==> config.mk <==
export PLATFORM = sky130hd
export DESIGN_NAME = csm_regs
export DESIGN_NICKNAME = d
export VERILOG_FILES = /design/src/core/csm_pkg.sv /design/src/core/csm_regs.sv
export SDC_FILE = /design/constraint.sdc
export NUM_CORES = 1
export LEC_CHECK = 0
export ABC_CLOCK_PERIOD_IN_PS = 3700
export BUFFER_PORTS_ARGS = -buffer_cell sky130_fd_sc_hd__buf_2
export CAP_MARGIN = 0
export CORE_UTILIZATION = 50
export CTS_CLUSTER_DIAMETER = 60
export DETAILED_ROUTE_END_ITERATION = 8
export PLACE_DENSITY_LB_ADDON = 0.25
export REMOVE_ABC_BUFFERS = 1
export SETUP_SLACK_MARGIN = 0.1
export SYNTH_ARGS = -nofsm -noshare
export SYNTH_HDL_FRONTEND = slang
export SYNTH_SLANG_ARGS = --single-unit
==> constraint.sdc <==
create_clock -name clk_i -period 3.7 [get_ports clk_i]
set_input_delay 0.74 -clock clk_i [delete_from_list [all_inputs] [get_ports clk_i]]
set_output_delay 0.74 -clock clk_i [all_outputs]
set_load 0.02 [all_outputs]
==> src/core/csm_pkg.sv <==
/*
 * Constants for the clock and supply-monitor register block.
 * Assumes a classic Wishbone slave with 32-bit data, one word per register.
 */
package csm_pkg;

  // ********************************
  // Register indices and addresses
  // ********************************
  localparam logic [7:0] MAIN_CLOCK_CTRL_IDX  = 8'h3a;
  localparam logic [7:0] RC_TRIM_HIGH_IDX     = 8'h3b;
  localparam logic [7:0] SUPPLY_STATUS_IDX    = 8'h3c;
  localparam logic [7:0] THRESH_PRESCALE_IDX  = 8'h3d;
  localparam logic [7:0] OSC_SELECT_IDX       = 8'h51;
  localparam logic [7:0] SUPPLY_EVENT_IDX     = 8'h60;
  localparam int         ADDR_W               = 10;
  localparam logic [9:0] MAIN_CLOCK_CTRL_ADR  = 10'h0e8;
  localparam logic [9:0] RC_TRIM_HIGH_ADR     = 10'h0ec;
  localparam logic [9:0] SUPPLY_STATUS_ADR    = 10'h0f0;
  localparam logic [9:0] THRESH_PRESCALE_ADR  = 10'h0f4;
  localparam logic [9:0] OSC_SELECT_ADR       = 10'h144;
  localparam logic [9:0] SUPPLY_EVENT_ADR     = 10'h180;

  // ********************************
  // Field positions
  // ********************************
  localparam int CLOCK_OUT_EN_BIT   = 1;
  localparam int SLOW_MODE_BIT      = 0;
  localparam int TRIM_LOWER_LSB     = 5;
  localparam int WDG_FLAG_BIT       = 4;
  localparam int LV_FLAG_BIT        = 2;
  localparam int WARN_FLAG_BIT      = 1;
  localparam int WARN_IRQ_EN_BIT    = 0;
  localparam int PRESCALE_LSB       = 5;
  localparam int WAKE_READY_BIT     = 3;
  localparam int RC_READY_BIT       = 2;
  localparam int OSC_SOURCE_BIT     = 0;

  // ********************************
  // Reset values and codes
  // ********************************
  localparam logic [7:0] TRIM_UPPER_RST  = 8'hff;
  localparam logic [1:0] TRIM_LOWER_RST  = 2'h3;
  localparam logic [1:0] THRESH_OFF      = 2'h3;
  localparam logic [4:0] SLOW_DIV_MAX    = 5'h1f;
  localparam int         SETTLE_CYCLES   = 16;

  typedef enum logic [2:0] {
    CSM_DIV1, CSM_DIV2, CSM_DIV4, CSM_DIV8, CSM_DIV16
  } csm_prescale_t;

endpackage // csm_pkg

==> src/core/csm_regs.sv <==
/*
 * Register block of the clock and supply-monitor unit: clock out, slow
 * mode, RC trim, reset-source flags, supply warning and its interrupt,
 * RC prescaler, oscillator select with handover flags.
 * Assumes a classic Wishbone master, one system clock, synchronous reset,
 * and a reset-cause input pair that is stable while rst_i is high.
 */
// How it works
// - Warning interrupt asserted only with enable set and CPU mask released.
// - Bit 1 of main clock register drives clock out; reset clears.
// - Bit 0 of main clock register selects CPU clock divided by 32.
// - Ten-bit trim: upper byte in trim register, low two in status.
// - Watchdog flag set by watchdog reset; cleared by zero write or by any other reset (LV or pin).
// - LV flag wins; watchdog flag alone means watchdog; neither means pin.
// - LV flag set by LV reset, cleared on read, kept over other resets.
// - LV flag reads zero when detector disabled; nothing depends on it.
// - Warning flag is read-only and follows the comparator.
// - Interrupt enable is RW; pending clears on entry to service routine.
// - Prescaler codes 1..4 divide by 2..16, others pass undivided.
// - Threshold field: low, medium, high, or detector off.
// - Wake-up ready flag set once clock active and settled.
// - RC ready flag set once clock active and settled.
// - Oscillator select: 0 RC, 1 wake-up oscillator, resets to 1.
// - Interrupt raised on threshold crossing in both directions.
// - Halt freezes supply register and blocks wake; Wait wakes.
module csm_regs #(
  parameter int SETTLE = csm_pkg::SETTLE_CYCLES
) (
  // Clock and reset
  input  wire logic        clk_i,
  input  wire logic        rst_i,
  // Wishbone slave
  input  wire logic        cyc_i,
  input  wire logic        stb_i,
  input  wire logic        we_i,
  input  wire logic [9:0]  adr_i,
  input  wire logic [3:0]  sel_i,
  input  wire logic [31:0] dat_i,
  output logic      [31:0] dat_o,
  output logic             ack_o,
  // Reset cause and detector configuration
  input  wire logic        wdg_reset_cause_i,
  input  wire logic        lv_reset_cause_i,
  input  wire logic        lv_detector_en_i,
  // Supply comparator and CPU state
  input  wire logic        supply_below_i,
  input  wire logic        irq_mask_released_i,
  input  wire logic        irq_service_entry_i,
  input  wire logic        halt_mode_i,
  // Clock control outputs
  output logic             clock_out_enable_o,
  output logic             cpu_clk_slow_o,
  output logic [4:0]       slow_div_count_o,
  output logic [9:0]       rc_trim_o,
  output logic [2:0]       rc_prescaler_select_o,
  output logic [4:0]       rc_divisor_log2_o,
  output logic [1:0]       supply_warning_threshold_o,
  output logic             supply_warning_detector_on_o,
  output logic             osc_source_select_o,
  // Interrupt to controller
  output logic             supply_warning_irq_o,
  output logic             wake_request_o
);

  // Settle counter is eight bits wide and must finish at least once
  if (SETTLE < 1 || SETTLE > 255) begin : g_bad_settle
    $error("SETTLE out of range");
  end

  // ********************************
  // Register state
  // ********************************
  logic        clock_out_enable_q;
  logic        slow_mode_select_q;
  logic [7:0]  trim_upper_q;
  logic [1:0]  trim_lower_q;
  logic        watchdog_reset_flag_q;
  logic        low_voltage_reset_flag_q;
  logic        supply_warning_irq_enable_q;
  logic [2:0]  rc_prescaler_select_q;
  logic [1:0]  supply_warning_threshold_q;
  logic        osc_source_select_q;
  logic        wakeup_osc_ready_flag_q;
  logic        rc_osc_ready_flag_q;
  logic [7:0]  settle_q;
  logic        sync1_q;
  logic        sync2_q;
  logic        warn_q;
  logic        warn_pend_q;
  logic [4:0]  slow_cnt_q;
  logic        ack_q;
  logic [31:0] dat_q;

  logic wr;
  logic rd;
  logic wr0;
  // Writes land on the edge that sees ack high, so a master that
  // aborts a write before the answer leaves every register untouched
  assign wr  = cyc_i && stb_i && we_i && ack_q;
  assign rd  = cyc_i && stb_i && !we_i && !ack_q;
  assign wr0 = wr && sel_i[0];

  // ********************************
  // Bus handshake and read mux
  // ********************************
  // One wait state; unmapped reads return zero, writes there are dropped
  always_ff @(posedge clk_i) begin
    if (rst_i) begin
      ack_q <= 1'b0;
    end else begin
      ack_q <= cyc_i && stb_i && !ack_q;
    end
  end
  assign ack_o = ack_q;

  always_ff @(posedge clk_i) begin
    if (rst_i) begin
      dat_q <= 32'h0;
    end else if (rd) begin
      if (adr_i == csm_pkg::MAIN_CLOCK_CTRL_ADR)
        dat_q <= {30'h0, clock_out_enable_q, slow_mode_select_q};
      else if (adr_i == csm_pkg::RC_TRIM_HIGH_ADR)
        dat_q <= {24'h0, trim_upper_q};
      else if (adr_i == csm_pkg::SUPPLY_STATUS_ADR)
        dat_q <= {24'h0, 1'b0, trim_lower_q, watchdog_reset_flag_q, 1'b0,
                  low_voltage_reset_flag_q & lv_detector_en_i,
                  warn_q, supply_warning_irq_enable_q};
      else if (adr_i == csm_pkg::THRESH_PRESCALE_ADR)
        dat_q <= {24'h0, rc_prescaler_select_q, 3'h0,
                  supply_warning_threshold_q};
      else if (adr_i == csm_pkg::OSC_SELECT_ADR)
        dat_q <= {24'h0, 4'h0, wakeup_osc_ready_flag_q, rc_osc_ready_flag_q,
                  1'b0, osc_source_select_q};
      else if (adr_i == csm_pkg::SUPPLY_EVENT_ADR)
        dat_q <= {31'h0, warn_pend_q};
      else
        dat_q <= 32'h0;
    end
  end
  assign dat_o = dat_q;

  // ********************************
  // Main clock, trim, prescaler, threshold
  // ********************************
  // Halt freezes the supply register only
  logic sup_wr;
  assign sup_wr = wr0 && adr_i == csm_pkg::SUPPLY_STATUS_ADR && !halt_mode_i;

  always_ff @(posedge clk_i) begin
    if (rst_i) begin
      clock_out_enable_q <= 1'b0;
      slow_mode_select_q <= 1'b0;
    end else if (wr0 && adr_i == csm_pkg::MAIN_CLOCK_CTRL_ADR) begin
      clock_out_enable_q <= dat_i[csm_pkg::CLOCK_OUT_EN_BIT];
      slow_mode_select_q <= dat_i[csm_pkg::SLOW_MODE_BIT];
    end
  end

  always_ff @(posedge clk_i) begin
    if (rst_i) begin
      trim_upper_q <= csm_pkg::TRIM_UPPER_RST;
      trim_lower_q <= csm_pkg::TRIM_LOWER_RST;
    end else begin
      if (wr0 && adr_i == csm_pkg::RC_TRIM_HIGH_ADR)
        trim_upper_q <= dat_i[7:0];
      if (sup_wr)
        trim_lower_q <= dat_i[csm_pkg::TRIM_LOWER_LSB +: 2];
    end
  end

  always_ff @(posedge clk_i) begin
    if (rst_i) begin
      rc_prescaler_select_q      <= 3'h0;
      supply_warning_threshold_q <= 2'h0;
    end else if (wr0 && adr_i == csm_pkg::THRESH_PRESCALE_ADR) begin
      rc_prescaler_select_q      <= dat_i[csm_pkg::PRESCALE_LSB +: 3];
      supply_warning_threshold_q <= dat_i[1:0];
    end
  end

  // ********************************
  // Reset-source flags
  // ********************************
  // Flags live through rst_i: the cause inputs are sampled while it is high
  logic lv_rd;
  assign lv_rd = rd && adr_i == csm_pkg::SUPPLY_STATUS_ADR && !halt_mode_i;

  always_ff @(posedge clk_i) begin
    if (rst_i && lv_reset_cause_i)
      watchdog_reset_flag_q <= 1'b0;
    else if (rst_i && wdg_reset_cause_i)
      watchdog_reset_flag_q <= 1'b1;
    else if (rst_i)
      watchdog_reset_flag_q <= watchdog_reset_flag_q & 1'b0;
    else if (sup_wr && !dat_i[csm_pkg::WDG_FLAG_BIT])
      watchdog_reset_flag_q <= 1'b0;
  end

  always_ff @(posedge clk_i) begin
    if (rst_i && lv_reset_cause_i)
      low_voltage_reset_flag_q <= 1'b1;
    else if (lv_rd)
      low_voltage_reset_flag_q <= 1'b0;
  end

  // ********************************
  // Supply warning and interrupt
  // ********************************
  always_ff @(posedge clk_i) begin
    if (rst_i) begin
      sync1_q <= 1'b0;
      sync2_q <= 1'b0;
    end else begin
      sync1_q <= supply_below_i;
      sync2_q <= sync1_q;
    end
  end

  // Threshold code 3 switches the detector off entirely
  logic detector_on;
  logic crossing;
  assign detector_on = supply_warning_threshold_q != csm_pkg::THRESH_OFF;
  assign crossing    = detector_on && !halt_mode_i && (sync2_q != warn_q);

  always_ff @(posedge clk_i) begin
    if (rst_i) begin
      warn_q <= 1'b0;
    end else if (!halt_mode_i) begin
      warn_q <= detector_on && sync2_q;
    end
  end

  always_ff @(posedge clk_i) begin
    if (rst_i) begin
      supply_warning_irq_enable_q <= 1'b0;
    end else if (sup_wr) begin
      supply_warning_irq_enable_q <= dat_i[0];
    end
  end

  // A new crossing wins over the service-entry clear, so an edge
  // arriving during entry is not lost
  always_ff @(posedge clk_i) begin
    if (rst_i) begin
      warn_pend_q <= 1'b0;
    end else if (crossing) begin
      warn_pend_q <= 1'b1;
    end else if (irq_service_entry_i) begin
      warn_pend_q <= 1'b0;
    end
  end

  assign supply_warning_irq_o = warn_pend_q && supply_warning_irq_enable_q &&
                                irq_mask_released_i;
  assign wake_request_o = supply_warning_irq_o && !halt_mode_i;

  // ********************************
  // Oscillator select and handover
  // ********************************
  always_ff @(posedge clk_i) begin
    if (rst_i) begin
      osc_source_select_q <= 1'b1;
    end else if (wr0 && adr_i == csm_pkg::OSC_SELECT_ADR) begin
      osc_source_select_q <= dat_i[csm_pkg::OSC_SOURCE_BIT];
    end
  end

  // Settling modelled as a fixed count after each source switch
  logic [7:0] settle_max;
  assign settle_max = 8'(SETTLE);
  always_ff @(posedge clk_i) begin
    if (rst_i) begin
      settle_q                <= settle_max;
      wakeup_osc_ready_flag_q <= 1'b1;
      rc_osc_ready_flag_q     <= 1'b0;
    end else if (wr0 && adr_i == csm_pkg::OSC_SELECT_ADR &&
                 dat_i[0] != osc_source_select_q) begin
      settle_q                <= 8'h0;
      wakeup_osc_ready_flag_q <= 1'b0;
      rc_osc_ready_flag_q     <= 1'b0;
    end else if (settle_q != settle_max) begin
      settle_q <= settle_q + 8'h1;
      if (settle_q == settle_max - 8'h1) begin
        wakeup_osc_ready_flag_q <= osc_source_select_q;
        rc_osc_ready_flag_q     <= !osc_source_select_q;
      end
    end
  end

  // ********************************
  // Clock outputs
  // ********************************
  // Free-running so the divided clock needs no restart on mode change
  always_ff @(posedge clk_i) begin
    if (rst_i) begin
      slow_cnt_q <= 5'h0;
    end else begin
      slow_cnt_q <= slow_cnt_q + 5'h1;
    end
  end

  always_comb begin
    case (rc_prescaler_select_q)
      3'h1:    rc_divisor_log2_o = 5'h1;
      3'h2:    rc_divisor_log2_o = 5'h2;
      3'h3:    rc_divisor_log2_o = 5'h3;
      3'h4:    rc_divisor_log2_o = 5'h4;
      default: rc_divisor_log2_o = 5'h0;
    endcase
  end

  assign clock_out_enable_o          = clock_out_enable_q;
  assign cpu_clk_slow_o              = slow_mode_select_q;
  assign slow_div_count_o            = slow_cnt_q;
  assign rc_trim_o                   = {trim_upper_q, trim_lower_q};
  assign rc_prescaler_select_o       = rc_prescaler_select_q;
  assign supply_warning_threshold_o  = supply_warning_threshold_q;
  assign supply_warning_detector_on_o = detector_on;
  assign osc_source_select_o         = osc_source_select_q;

endmodule // csm_regs

==> impl_metrics.yaml <==
synthesis:
  synth_cells: 292
  synth_edf_count: 0
  async_flop_share: 0
  ys_types: 50
  synthFlopType: "dfxtp_1"
  syn_avg_cell_area_um2: 8.85
  synth_area_mm2: 0.00258
  yosysSeqAreaShare: 0.379
  synth-seq-cells: 49
  synth.yosys.warnings: 0
floorplanning:
  ios: 122
  core_mm2: 0.00485
  std_cell_rows: 25
  dieHeight_um: 73.9
  die_w_um: 73.9
  dieArea_mm2: 0.00546
  start_util: 0.533
finish:
  num-fill-cells: 440
  postLayoutCellArea_mm2: 0.00295
  area_growth_pct: 14.2
  diodes: 0
  fin_nets: 418
  drive_gt1_frac: 0.243
  fin_util: 0.609
route:
  antenna_left: 0
  drt_iter0_drc: 125
  via_count: 2304
  drc: 0
  firstDrtPassIters: 4
  drt_wl_total_um: 6150
  avgRoutedWirePerCell_um: 14.5
  avgViaCountPerCell: 5.42
clock_tree:
  cts_root_buffer: "clkbuf_8"
  cts.sinks: 49
  cts-buffers-inserted: 5
  postCtsSetupBuffers: 0
  cts_resized: 0
  ctsLongestPathBuffers: 2
  cts_tree: "done"
  clk_pin_slew_ns: 0.08
  ctsHoldBuffers: 0
  clk_latency_ns: 0.30
  htreeDepth: 2
run_status:
  outcome: "completed"
setup_path:
  reg2reg_slack_ns: 1.89
  critPathLaunchType: "input pin"
  endpoint_kind: "register"
  worstSetupPathType: "input pin to register"
  r2r-start: "settle_q[5]"
  cp-startpoint: "adr_i[1]"
  arrival_ns: 2.53
  worstPathRequired_ns: 3.93
  crit_fanout: 8
sta:
  fin_tns_setup_ns: 0
  finalHoldViolations: 0
  fmax_mhz: 436
  fin_skew_ns: 0.00673
  setup_violations: 0
  finalCriticalPeriod_ns: 2.29
  drv_slew: 0
  rsz0062_at_grt: "no"
  min_period_over_period: 0.620
  tightest_slew_ns: 0.957
  max_slew_margin: 0.356
placed_design:
  place_hpwl_um: 4600
  placed_cell_area_mm2: 0.00285
  gp_congestion: 0.837
  port_buffers: 68
worst_hold_path:
  hp-class: "register to register"
  hp-start: "sync1_q"
global_routing:
  busiest_layer: "met2"
  antenna_found_initial: 0
  use_met3: 0.0480
  grt_overflow_total: 0
  use_met1: 0.319
  grt_max_degree: 40
  grt_pass1_wl_um: 9780
  grtUsageTotal: 0.234
  grt_pass1_vias: 2053
  use_met2: 0.383
power:
  power_density_mw_per_mm2: 352
  power_mw: 1.04
  p_leak_nw: 1.25
  vdd_ir_drop_max_mv: 0.279
job:
  cap_viol_max_count: 0
registers in the layout, summed over array words and instances (netlist names), 2 cells and up:
register                    flops
dat_o                           8
settle_q                        8
trim_upper_q                    8
slow_div_count_o                5
rc_prescaler_select_o           3
supply_warning_threshold_o      2
trim_lower_q                    2
worst max-delay path: stages:
cell     delay, ns
buf_2         0.13
or4b_4        0.60
nor3_4        0.36
and2_1        0.47
mux2i_1       0.23
worst paths after layout:
kind	to	cells after the start
min	sync2_q	1
max reg2reg	settle_q[3]	4
max	trim_upper_q[0]	5
min reg2reg	sync2_q	1
where the power goes:
group | switching [mW] | internal [mW] | total, mW
combinational | 0.0943 | 0.0504 | 0.145
sequential | 0.0130 | 0.540 | 0.553
clock | 0.174 | 0.169 | 0.343
total | 0.281 | 0.759 | 1.04
kinds of logic (layout without fill, tap and decap cells):
| group | Yosys count | after routing | share of synthesized area |
|---|---|---|---|
| xor+xnor | 12 | 12 | 0.0407 |
| buf+inv | 47 | 88 | 0.118 |
| compound gates | 47 | 47 | 0.126 |
| fa+ha+maj | 3 | 3 | 0.0145 |
| other cells | 1 | 26 | 0.00145 |
| simple gates | 119 | 119 | 0.265 |
| flops | 49 | 49 | 0.379 |
| mux | 14 | 14 | 0.0542 |
routing by layer:
metal | vias up | routed length (um)
met5 | - | 0
met1 | 1076 | 2870
met3 | 6 | 366
met2 | 100 | 2860
li1 | 1122 | -
met4 | 0 | 51
cell usage after synthesis, types with 4 or more instances:
cell	number	area (um2)
dfxtp_1	49	981
nor2_1	33	124
buf_4	26	195
nand3_1	19	95.1
nand2_1	17	63.8
mux2i_1	14	140
a21oi_1	11	55.1
inv_1	10	37.5
o21ai_0	10	50.1
nor2b_1	9	56.3
nor3_1	7	35.0
clkbuf_1	6	22.5
xnor2_1	6	52.6
xor2_1	6	52.6
a211oi_1	4	30.0
and4_1	4	35.0
buf_6	4	45.0
nor4_1	4	25.0
o211ai_1	4	30.0
cell type report:
class,count,area [um2],share of cell area
flip-flops and latches,49,981,0.332
multi-input cells,221,1390,0.472
repair buffers,70,355,0.120
clock inverters,1,5.00,0.00170
inverters,10,37.5,0.0127
well taps,67,83.8,0.0284
clock buffers,7,96.3,0.0326
through the flow:
stage	cells	hold slack, ns	setup WS, ns
floorplan	280	0.414	1.53
global placement	417	0.422	1.13
detailed placement	417	0.432	1.10
CTS	425	0.452	1.41
global route	425	0.472	1.27
finish	425	0.448	1.41
cell usage in the layout (no fill, tap or decap), types with 4 or more instances in the layout:
cell type  synthesis  routed
a211oi_1           4       4
a21oi_1           11      11
and4_1             4       4
buf_2              1      68
clkbuf_8           0       7
conb_1             1      26
dfxtp_1           49      49
inv_1             10      10
mux2i_1           14      14
nand2_1           17      17
nand3_1           19      19
nor2_1            33      33
nor2b_1            9       9
nor3_1             7       7
nor4_1             4       4
o211ai_1           4       4
o21ai_0           10      10
xnor2_1            6       6
xor2_1             6       6
Power figures use the tool's default switching activity.
